## src/pkg/core_int_map.svh

```systemverilog
// Purpose: register offsets, field layout and reset values of the per-core interrupt block
// Assumes: Avalon-MM with 32-bit data, byte addresses, one aligned word per register
// Notes:   each core occupies a 0x20-byte group; registers sit at fixed offsets in the group
`ifndef CORE_INT_MAP_SVH
`define CORE_INT_MAP_SVH

// ==========================================================================
// address layout
`define CI_ADDR_W          8
`define CI_CORE_STRIDE     8'h20
`define CI_OFS_RX_MASK     5'h00
`define CI_OFS_TX_MASK     5'h04
`define CI_OFS_MISC_MASK   5'h08
`define CI_OFS_THR_MASK    5'h0C
`define CI_OFS_THR_STAT    5'h10
`define CI_OFS_RX_STAT     5'h14
`define CI_OFS_TX_STAT     5'h18
`define CI_OFS_MISC_STAT   5'h1C

// ==========================================================================
// fields and reset values
`define CI_FIELD_MSB       7
`define CI_FIELD_W         8
`define CI_MASK_RESET      8'h00
`define CI_UNMAPPED_RDATA  32'h0000_0000

`endif

```

## src/pkg/core_int_pkg.sv

```systemverilog
// Purpose: shared types of the per-core interrupt block
// Assumes: core_int_map.svh supplies the numbers
// Notes:   three cores, four interrupt classes each
package core_int_pkg;
`include "core_int_map.svh"

   localparam int NUM_CORES = 3;

   typedef logic [`CI_FIELD_MSB:0] int_vec_t;

   typedef enum logic [1:0]
   {
      CLASS_RX,
      CLASS_TX,
      CLASS_MISC,
      CLASS_THR
   } int_class_t;

endpackage : core_int_pkg

```

## src/pkg/core_gate_if.sv

```systemverilog
// Purpose: carries one core's masks in and masked vectors out of the gating unit
// Assumes: all signals on sys_clk
// Notes:   masked vectors are combinational from masks and raw inputs
`timescale 1ns/1ps
interface core_gate_if;
   import core_int_pkg::*;

   int_vec_t   rx_mask;
   int_vec_t   tx_mask;
   int_vec_t   misc_mask;
   int_vec_t   thr_mask;
   int_vec_t   rx_masked;
   int_vec_t   tx_masked;
   int_vec_t   misc_masked;
   int_vec_t   thr_masked;

   modport regs
   (
      output rx_mask,
      output tx_mask,
      output misc_mask,
      output thr_mask,
      input  rx_masked,
      input  tx_masked,
      input  misc_masked,
      input  thr_masked
   );

   modport gate
   (
      input  rx_mask,
      input  tx_mask,
      input  misc_mask,
      input  thr_mask,
      output rx_masked,
      output tx_masked,
      output misc_masked,
      output thr_masked
   );
endinterface : core_gate_if

```

## src/rtl/core_int_gate.sv

```systemverilog
// Purpose: per-bit gating of raw interrupt vectors by one core's masks
// Assumes: raw vectors synchronous to sys_clk
// Notes:   pure combinational; pulses are registered in the parent
`timescale 1ns/1ps
module core_int_gate
   import core_int_pkg::*;
(
   core_gate_if.gate      gif,
   input  wire int_vec_t  rx_raw,
   input  wire int_vec_t  tx_raw,
   input  wire int_vec_t  misc_raw,
   input  wire int_vec_t  thr_raw
);

   // ==========================================================================
   // masked vectors, one bit per source
   assign gif.rx_masked   = rx_raw & gif.rx_mask;       // see
   assign gif.tx_masked   = tx_raw & gif.tx_mask;       // see
   assign gif.misc_masked = misc_raw & gif.misc_mask;
   assign gif.thr_masked  = thr_raw & gif.thr_mask;     // see

endmodule : core_int_gate

```

## src/rtl/core_int_ctrl.sv

```systemverilog
// Purpose: per-core interrupt enable masks, masked status and interrupt pulses
// Assumes: raw vectors are levels synchronous to sys_clk; Avalon-MM slave
// Notes:   pulse outputs are registered, one cycle behind the raw inputs
//
// Overview of operation
// receive mask gates raw receive onto pulse
// transmit mask gates raw transmit onto pulse
// misc mask gates misc sources onto pulse
// threshold status shows enabled active threshold
// receive status shows enabled active receive
// transmit status shows enabled active transmit
// bits 31-8 always read zero
// threshold mask gates raw threshold onto pulse
// pulse is OR of masked status
//
// The Avalon-MM slave port and the placing of the registers are this design's own decisions.
`timescale 1ns/1ps
`include "core_int_map.svh"
module core_int_ctrl
   import core_int_pkg::*;
(
   input  wire logic                        sys_clk,
   input  wire logic                        sys_rst,
   input  wire logic [`CI_ADDR_W-1:0]       avs_address,
   input  wire logic                        avs_read,
   input  wire logic                        avs_write,
   input  wire logic [31:0]                 avs_writedata,
   input  wire logic [3:0]                  avs_byteenable,
   output logic      [31:0]                 avs_readdata,
   output logic                             avs_waitrequest,
   input  wire logic [NUM_CORES*8-1:0]      rx_raw,
   input  wire logic [NUM_CORES*8-1:0]      tx_raw,
   input  wire logic [NUM_CORES*8-1:0]      misc_raw,
   input  wire logic [NUM_CORES*8-1:0]      thr_raw,
   output logic      [NUM_CORES-1:0]        core_receive_int_pulse,
   output logic      [NUM_CORES-1:0]        core_transmit_int_pulse,
   output logic      [NUM_CORES-1:0]        core_misc_int_pulse,
   output logic      [NUM_CORES-1:0]        core_receive_threshold_int_pulse
);

   // ==========================================================================
   // bus decode
   // every access completes one cycle after it is presented: waitrequest is
   // high in the first cycle and low in the second, when read data is valid.
   // a write lands only at the edge that ends the second cycle, which is the one
   // edge at which the master considers the transfer done.
   logic        ack_r;
   logic [31:0] rdata_r;
   logic [31:0] rdata_nxt;

   wire         access      = avs_read | avs_write;
   wire  [2:0]  core_sel    = 3'(avs_address[`CI_ADDR_W-1:5]);
   wire  [4:0]  reg_ofs     = avs_address[4:0];
   wire         core_ok     = (core_sel < 3'(NUM_CORES));
   wire         wr_commit   = avs_write & ack_r & core_ok & avs_byteenable[0];

   assign avs_waitrequest = access & ~ack_r;
   assign avs_readdata    = rdata_r;

   always_ff @(posedge sys_clk)
   begin
      if (sys_rst)
         ack_r <= 1'b0;
      else
         ack_r <= access & ~ack_r;
   end

   // ==========================================================================
   // per-core masks and gating
   int_vec_t rx_stat   [NUM_CORES];
   int_vec_t tx_stat   [NUM_CORES];
   int_vec_t misc_stat [NUM_CORES];
   int_vec_t thr_stat  [NUM_CORES];
   int_vec_t rx_mask_v [NUM_CORES];
   int_vec_t tx_mask_v [NUM_CORES];
   int_vec_t misc_mask_v [NUM_CORES];
   int_vec_t thr_mask_v  [NUM_CORES];

   genvar c;
   generate
      for (c = 0; c < NUM_CORES; c++)
      begin : g_core
         core_gate_if gif ();

         int_vec_t core_receive_int_mask_r;
         int_vec_t core_transmit_int_mask_r;
         int_vec_t core_misc_int_mask_r;
         int_vec_t core_receive_threshold_int_mask_r;

         // a write only lands on its core's group and only when lane 0 is on,
         // since the 8-bit fields live entirely in the low byte
         wire sel = wr_commit & (core_sel == 3'(c));

         always_ff @(posedge sys_clk)
         begin
            if (sys_rst)
            begin
               core_receive_int_mask_r           <= `CI_MASK_RESET;
               core_transmit_int_mask_r          <= `CI_MASK_RESET;
               core_misc_int_mask_r              <= `CI_MASK_RESET;
               core_receive_threshold_int_mask_r <= `CI_MASK_RESET;
            end
            else if (sel)
            begin
               if (reg_ofs == `CI_OFS_RX_MASK)
                  core_receive_int_mask_r <= avs_writedata[`CI_FIELD_MSB:0];
               if (reg_ofs == `CI_OFS_TX_MASK)
                  core_transmit_int_mask_r <= avs_writedata[`CI_FIELD_MSB:0];
               if (reg_ofs == `CI_OFS_MISC_MASK)
                  core_misc_int_mask_r <= avs_writedata[`CI_FIELD_MSB:0];
               if (reg_ofs == `CI_OFS_THR_MASK)
                  core_receive_threshold_int_mask_r <= avs_writedata[`CI_FIELD_MSB:0];
            end
         end

         assign gif.rx_mask   = core_receive_int_mask_r;
         assign gif.tx_mask   = core_transmit_int_mask_r;
         assign gif.misc_mask = core_misc_int_mask_r;
         assign gif.thr_mask  = core_receive_threshold_int_mask_r;

         core_int_gate u_gate
         (
            .gif      (gif.gate),
            .rx_raw   (rx_raw[c*8 +: 8]),
            .tx_raw   (tx_raw[c*8 +: 8]),
            .misc_raw (misc_raw[c*8 +: 8]),
            .thr_raw  (thr_raw[c*8 +: 8])
         );

         assign rx_stat[c]     = gif.rx_masked;
         assign tx_stat[c]     = gif.tx_masked;
         assign misc_stat[c]   = gif.misc_masked;
         assign thr_stat[c]    = gif.thr_masked;
         assign rx_mask_v[c]   = core_receive_int_mask_r;
         assign tx_mask_v[c]   = core_transmit_int_mask_r;
         assign misc_mask_v[c] = core_misc_int_mask_r;
         assign thr_mask_v[c]  = core_receive_threshold_int_mask_r;

         // registered so the cores see glitch-free levels
         always_ff @(posedge sys_clk)
         begin
            if (sys_rst)
            begin
               core_receive_int_pulse[c]           <= 1'b0;
               core_transmit_int_pulse[c]          <= 1'b0;
               core_misc_int_pulse[c]              <= 1'b0;
               core_receive_threshold_int_pulse[c] <= 1'b0;
            end
            else
            begin
               core_receive_int_pulse[c]           <= |gif.rx_masked;   // see
               core_transmit_int_pulse[c]          <= |gif.tx_masked;   // see
               core_misc_int_pulse[c]              <= |gif.misc_masked; // see
               core_receive_threshold_int_pulse[c] <= |gif.thr_masked;  // see
            end
         end
      end
   endgenerate

   // ==========================================================================
   // read mux
   wire [1:0] core_idx = core_sel[1:0];

   always_comb
   begin
      rdata_nxt = `CI_UNMAPPED_RDATA;
      if (core_ok)
      begin
         unique case (reg_ofs)
            `CI_OFS_RX_MASK:   rdata_nxt = {24'h000000, rx_mask_v[core_idx]};
            `CI_OFS_TX_MASK:   rdata_nxt = {24'h000000, tx_mask_v[core_idx]};
            `CI_OFS_MISC_MASK: rdata_nxt = {24'h000000, misc_mask_v[core_idx]};
            `CI_OFS_THR_MASK:  rdata_nxt = {24'h000000, thr_mask_v[core_idx]};
            `CI_OFS_THR_STAT:  rdata_nxt = {24'h000000, thr_stat[core_idx]};
            `CI_OFS_RX_STAT:   rdata_nxt = {24'h000000, rx_stat[core_idx]};
            `CI_OFS_TX_STAT:   rdata_nxt = {24'h000000, tx_stat[core_idx]};
            `CI_OFS_MISC_STAT: rdata_nxt = {24'h000000, misc_stat[core_idx]};
            default:           rdata_nxt = `CI_UNMAPPED_RDATA;
         endcase
      end
   end

   always_ff @(posedge sys_clk)
   begin
      if (sys_rst)
         rdata_r <= `CI_UNMAPPED_RDATA;
      else if (avs_read & ~ack_r)
         rdata_r <= rdata_nxt;
   end

endmodule : core_int_ctrl

```

## config.mk

```make
export PLATFORM = sky130hd
export DESIGN_NAME = core_int_ctrl
export DESIGN_NICKNAME = d
export VERILOG_FILES = /design/src/pkg/core_int_pkg.sv /design/src/pkg/core_gate_if.sv /design/src/rtl/core_int_gate.sv /design/src/rtl/core_int_ctrl.sv
export VERILOG_INCLUDE_DIRS = /design/src /design/src/pkg
export SDC_FILE = /design/constraint.sdc
export NUM_CORES = 1
export LEC_CHECK = 0
export ABC_AREA = 1
export BUFFER_PORTS_ARGS = -buffer_cell sky130_fd_sc_hd__buf_4
export CAP_MARGIN = 15
export CORE_UTILIZATION = 54
export DETAILED_ROUTE_END_ITERATION = 8
export PLACE_DENSITY = 0.81
export RECOVER_POWER = 100
export SYNTH_ARGS = -nofsm -noshare
export SYNTH_HDL_FRONTEND = slang
export SYNTH_SLANG_ARGS = --single-unit
```

## constraint.sdc

```tcl
create_clock -name sys_clk -period 1.8 [get_ports sys_clk]
set_clock_uncertainty 0.2 [all_clocks]
set_input_delay 0.36 -clock sys_clk [delete_from_list [all_inputs] [get_ports sys_clk]]
set_output_delay 0.36 -clock sys_clk [all_outputs]
set_load 0.03 [all_outputs]
```

Word-level counts from Yosys, hierarchy flattened
Cells that the tools add are included.

word-level totals
  flip-flop bits (word level) = 141
  bits of input ports = 144
  output and inout port bits = 45
  word-level logic and storage cells = 112

cells by class
  magnitude comparators = 2
  eq/ne operators = 9
  mux-type cells = 26
  bitwise gates (word level) = 23
  reduce and logical (&&, ||, !) cells = 26

operator list
  operator                                                                       count
  8-bit two-way mux                                                              17
  8-bit binary-select mux with 2-bit select                                      8
  8-bit bitwise AND                                                              12
  8-bit OR reduction                                                             12
  8-bit case mux with 8 select lines                                             1
  2-bit AND reduction                                                            12
  5-bit == test (second input constant)                                          4
  5-bit by 4-bit == test with 1-bit output (second input constant)               2
  1-bit bitwise AND                                                              8
  5-bit by 3-bit == test with 1-bit output (second input constant)               1
  5-bit zero test                                                                1
  3-bit by 1-bit == test with 1-bit output (second input constant)               1
  3-bit by 2-bit == test with 1-bit output (second input constant)               1
  3-bit >= comparator (second input constant)                                    1
  3-bit zero test                                                                1
  3-bit by 2-bit less-than comparator with 1-bit output (second input constant)  1
  2-bit NOT with 3-bit output                                                    1
  1-bit NOT                                                                      1
  1-bit bitwise OR                                                               1

Depth between registers and ports, before layout
  depth in word-level cells = 6
  mapped depth = 12
  gate-level depth less buffers = 10

Modules after synthesis
Synthesis repeated with hierarchy kept, for this count alone.

second synthesis, totals
  cell total of the unflattened synthesis = 1180
  area, all modules = 7175.6 um2

by module, submodules not included
  module         instances  cells an instance  area an instance (um2)  sequential area each (um2)
  core_int_ctrl  1          988                6454.9                  2342.2
  core_int_gate  3          64                 240.2                   0.0

Worst setup path before layout
Ideal clock, no wire load.

  kind = input-to-reg
  start = input port avs_address[6]
  end = register g_core[2].core_receive_int_mask_r[5]
  setup time = 0.146 ns
  data arrival time = 1.366 ns
  required time = 1.454 ns
  slack = 0.087 ns
  stages = 8
  path buffers = 3
  path through = buf_4 buf_4 nand4_1 nor2_2 inv_2 buf_6 nor2_1 a211oi_2

on the way
  word-level cells in the longest chain between the ends = 5
  elaborated cells on any way between the ends = 6
  classes of those cells = order compare: 1; eq/ne: 1; bitwise: 3; reduce/logical: 1

RTL lines
  element                                                RTL line              text
  start, declared                                        core_int_ctrl.sv:24   input wire logic [`CI_ADDR_W-1:0] avs_address,
  3-bit by 2-bit less-than comparator with 1-bit output  core_int_ctrl.sv:54   wire core_ok = (core_sel < 3'(NUM_CORES));
  1-bit bitwise AND (2 in series)                        core_int_ctrl.sv:55   wire wr_commit = avs_write & ack_r & core_ok & avs_byteenable[0];
  1-bit bitwise AND *                                    core_int_ctrl.sv:92   wire sel = wr_commit & (core_sel == 3'(c));
  2-bit AND reduction (no source line) *                 n/a
  end signal, assigned                                   core_int_ctrl.sv:98   core_receive_int_mask_r <= `CI_MASK_RESET;
  end signal, assigned                                   core_int_ctrl.sv:106  core_receive_int_mask_r <= avs_writedata[`CI_FIELD_MSB:0];
  end, declared                                          core_int_ctrl.sv:85   int_vec_t core_receive_int_mask_r;

Mark *: on every way between the ends. The rest lies on a longest branch, timed or not.
A chain may end at the register's enable or synchronous reset.

Worst setup path in the final report
  start = register ack_r
  end = register g_core[0].core_receive_int_mask_r[2]

on the way
  word-level cells in the longest chain between the ends = 5

RTL lines
  element                               RTL line              text
  start, declared                       core_int_ctrl.sv:47   logic ack_r;
  start signal, assigned                core_int_ctrl.sv:65   ack_r <= access & ~ack_r;
  1-bit bitwise AND (3 in series)       core_int_ctrl.sv:55
  1-bit bitwise AND                     core_int_ctrl.sv:92
  2-bit AND reduction (no source line)  n/a
  end signal, assigned                  core_int_ctrl.sv:98
  end signal, assigned                  core_int_ctrl.sv:106
  end, declared                         core_int_ctrl.sv:85

No other way between the ends.

==> key figures <==
Outcome
  • Status: complete, no violations

Place
  • Port Buffers: 137
  • Placed Cells: 1447
  • Routability Congestion: 0.9318
  • DP HPWL: 17.20 mm

STA
  • RSZ-0062 raised after global routing: yes
  • Final setup viols: 0
  • Fin crit share: 95.28%
  • Max frequency: 0.5831 GHz
  • Final slew viol count: 0
  • Fin. Hold Viols: 0
  • Tmin final: 1715 ps

Job
  • Max cap viols: 0

Worst setup path
  • Crit path kind: reg -> reg
  • Crit path DAT: 1820 ps
  • Worst Path Max Fanout: 15
  • Critical path required time: 1900 ps
  • R2R Setup Slk: 90 ps
  • Startpoint types: flip-flop
  • CP endpoint kind: flip-flop

Detailed routing
  • DR iter-0 viols: 851
  • Via count: 8080
  • ANT nets after route: 0
  • Vias per inst: 5.459
  • Final WL: 23.72 mm
  • Pre-antenna DRT Iters: 5
  • Avg WL per Cell: 16.03 um
  • DR DRC count: 0

Clock network
  • Inserted Clock Buffers: 17
  • Clk_lat worst skew: 430 ps
  • Worst-path clk slew: 60 ps
  • Root Driver: clkbuf_16
  • Htree depth: 4
  • Largest buffer count on any clock path: 2
  • CTS sink cnt: 117
  • CTS tree: done
  • Setup bufs post-CTS: 0

Power
  • Power per cell area: 710.6 nW/um^2
  • Overall power: 6.561 mW
  • VDD IR max: 516.4 uV
  • Leakage: 4.221 nW

Synth
  • Synth area leader: dfxtp_1
  • Number of synthesized flops with an enable pin: 0
  • Synth Flop Type: dfxtp_1
  • Synth warn: 0
  • Seq/Total Area, Yosys: 31.72%
  • Syn Inst Count: 1156
  • Register bit total from synthesis: 117
  • Syn_area_per_cell: 6.388 um^2
  • Post-synth ARST share: 0%
  • Area contributors post-synth: dfxtp_1 (32%), nand2_1 (25%), a211oi_2 (9.5%), nor2_1 (5.1%), nand3_1 (5.0%)
  • Mapped Area: 7385 um^2
  • Share of the synthesized area in the top cell type: 31.72%
  • Top-count cell post-synth: nand2_1
  • Synth cell types: 24
  • Post-synth top cells: nand2_1 (492), dfxtp_1 (117), nor2_1 (101), nand3_1 (74), inv_1 (69)

Final layout
  • # diodes: 0
  • Nets: 1435
  • Fraction of final layout cells sized beyond drive strength 1: 24.08%
  • Non-Filler Instances: 1480
  • Area delta synth->final: 25.03%

Floorplan
  • Die height: 118.9 um
  • Core ar.: 13300 um^2
  • # IOs: 189
  • Initial Util: 55.54%
  • Die Area: 14150 um^2
  • Std cell rows: 42
  • Die W: 118.9 um

Global routing
  • Pin count of the biggest net entering global routing: 43
  • First-pass GRT wire length: 36.97 mm
  • GRT Total Usage: 34.09%
  • Initial antenna violation count: 0
  • Vias in the first global route: 7324
  • GRT Residual Overflow: 0

Min path
  • Hold crit path type: in -> reg
-- area by class of cell --
type / count / area (um^2)
repair buffers: 178 / 1489
clock inverters: 14 / 106.4
clock buffers: 18 / 439.2
multi-input cells: 890 / 4302
well taps: 176 / 220.2
fillers: 1194 / 4063
inverters: 87 / 334.1
flip-flops and latches: 117 / 2342
-- path summary, 6_finish.rpt --
check	cells after the start	endpoint	startpoint
setup / recovery	7	g_core[0].core_receive_int_mask_r[2]$_SDFFE_PP0P_	ack_r$_SDFF_PP0_
hold reg to reg	2	avs_readdata[6]$_SDFFE_PP0P_	avs_readdata[6]$_SDFFE_PP0P_
hold / removal	3	ack_r$_SDFF_PP0_	avs_write
setup reg to reg	7	g_core[0].core_receive_int_mask_r[2]$_SDFFE_PP0P_	ack_r$_SDFF_PP0_
-- repair_timing --
item	CTS	global route
hold buffers	1	0
hold endpoints to repair	1	0
gates resized for setup	0	7
setup endpoints to repair	0	59
-- power by group --
part | internal, mW | switching (mW) | total [mW]
clock | 1.80 | 1.34 | 3.14
combinational | 0.317 | 0.512 | 0.829
sequential | 2.59 | 0.00232 | 2.60
-- stage by stage --
| step | TNS (ps) | utilization, % | hold slack, ps | setup WS (ps) | instance area [um^2] |
|---|---|---|---|---|---|
| finish | 0 | 69.44 | 8.358 | 85.04 | 9233 |
| global route | -12.81 | 69.44 | 15.15 | -7.856 | 9233 |
| CTS | 0 | 69.39 | 20.24 | 35.91 | 9225 |
| detailed placement | -6037 | 65.21 | 256.2 | -137.0 | 8670 |
| global placement | -3870 | 65.21 | 251.7 | -133.8 | 8670 |
| floorplan | 0 | - | 247.7 | 87.24 | 7471 |
-- cells in the final DEF, fill, tap and decap left out, types with 2 or more instances in the layout --
cell type and n:
a21oi_1 48, o21ai_0 28, nand2_1 492, nor2_8 5, nand3_2 2, nand4_1 24, nor2_1 101, nand2_2 2
a221oi_1 4, dfxtp_1 117, inv_4 3, nand2_4 2, a211oi_2 56, nor2_2 15, nor2_4 4, clkinv_2 3
nand3_1 74, a31oi_1 8, clkbuf_16 17, buf_12 12, inv_2 16, inv_6 2, buf_4 165, clkinv_4 5
clkinvlp_4 4, inv_1 68, conb_1 24
-- worst max-delay path: stages, from the launching register on --
cell and delay, ps:
dfxtp_1 370, nand3_1 110, inv_2 120, nand3_2 160
nor2_2 200, inv_2 180, nor2_1 190, a211oi_2 50
-- routing by layer --
layer	vias to the layer above	track usage (%)	share of wire, %
li1	3919	-	-
met1	3628	47.35	43
met2	471	51.79	44
met3	62	6.322	10
met4	0	13.92	3.2
met5	-	0	0
-- cell families after synthesis --
logic type | share of synthesized area, %
DFF | 31.72
and+or+nand+nor | 41.24
AOI/OAI and AO/OA | 15.79
other | 0.05078
buffers and inverters | 11.20
-- flip-flops by register name (all words and copies together) (netlist names) --
name and cells:
g_core.core_misc_int_mask_r 24, g_core.core_receive_int_mask_r 24, g_core.core_receive_threshold_int_mask_r 24, g_core.core_transmit_int_mask_r 24, avs_readdata 8, core_misc_int_pulse 3, core_receive_int_pulse 3, core_receive_threshold_int_pulse 3
core_transmit_int_pulse 3, ack_r 1
No activity file was read; power rests on OpenSTA's default activity.
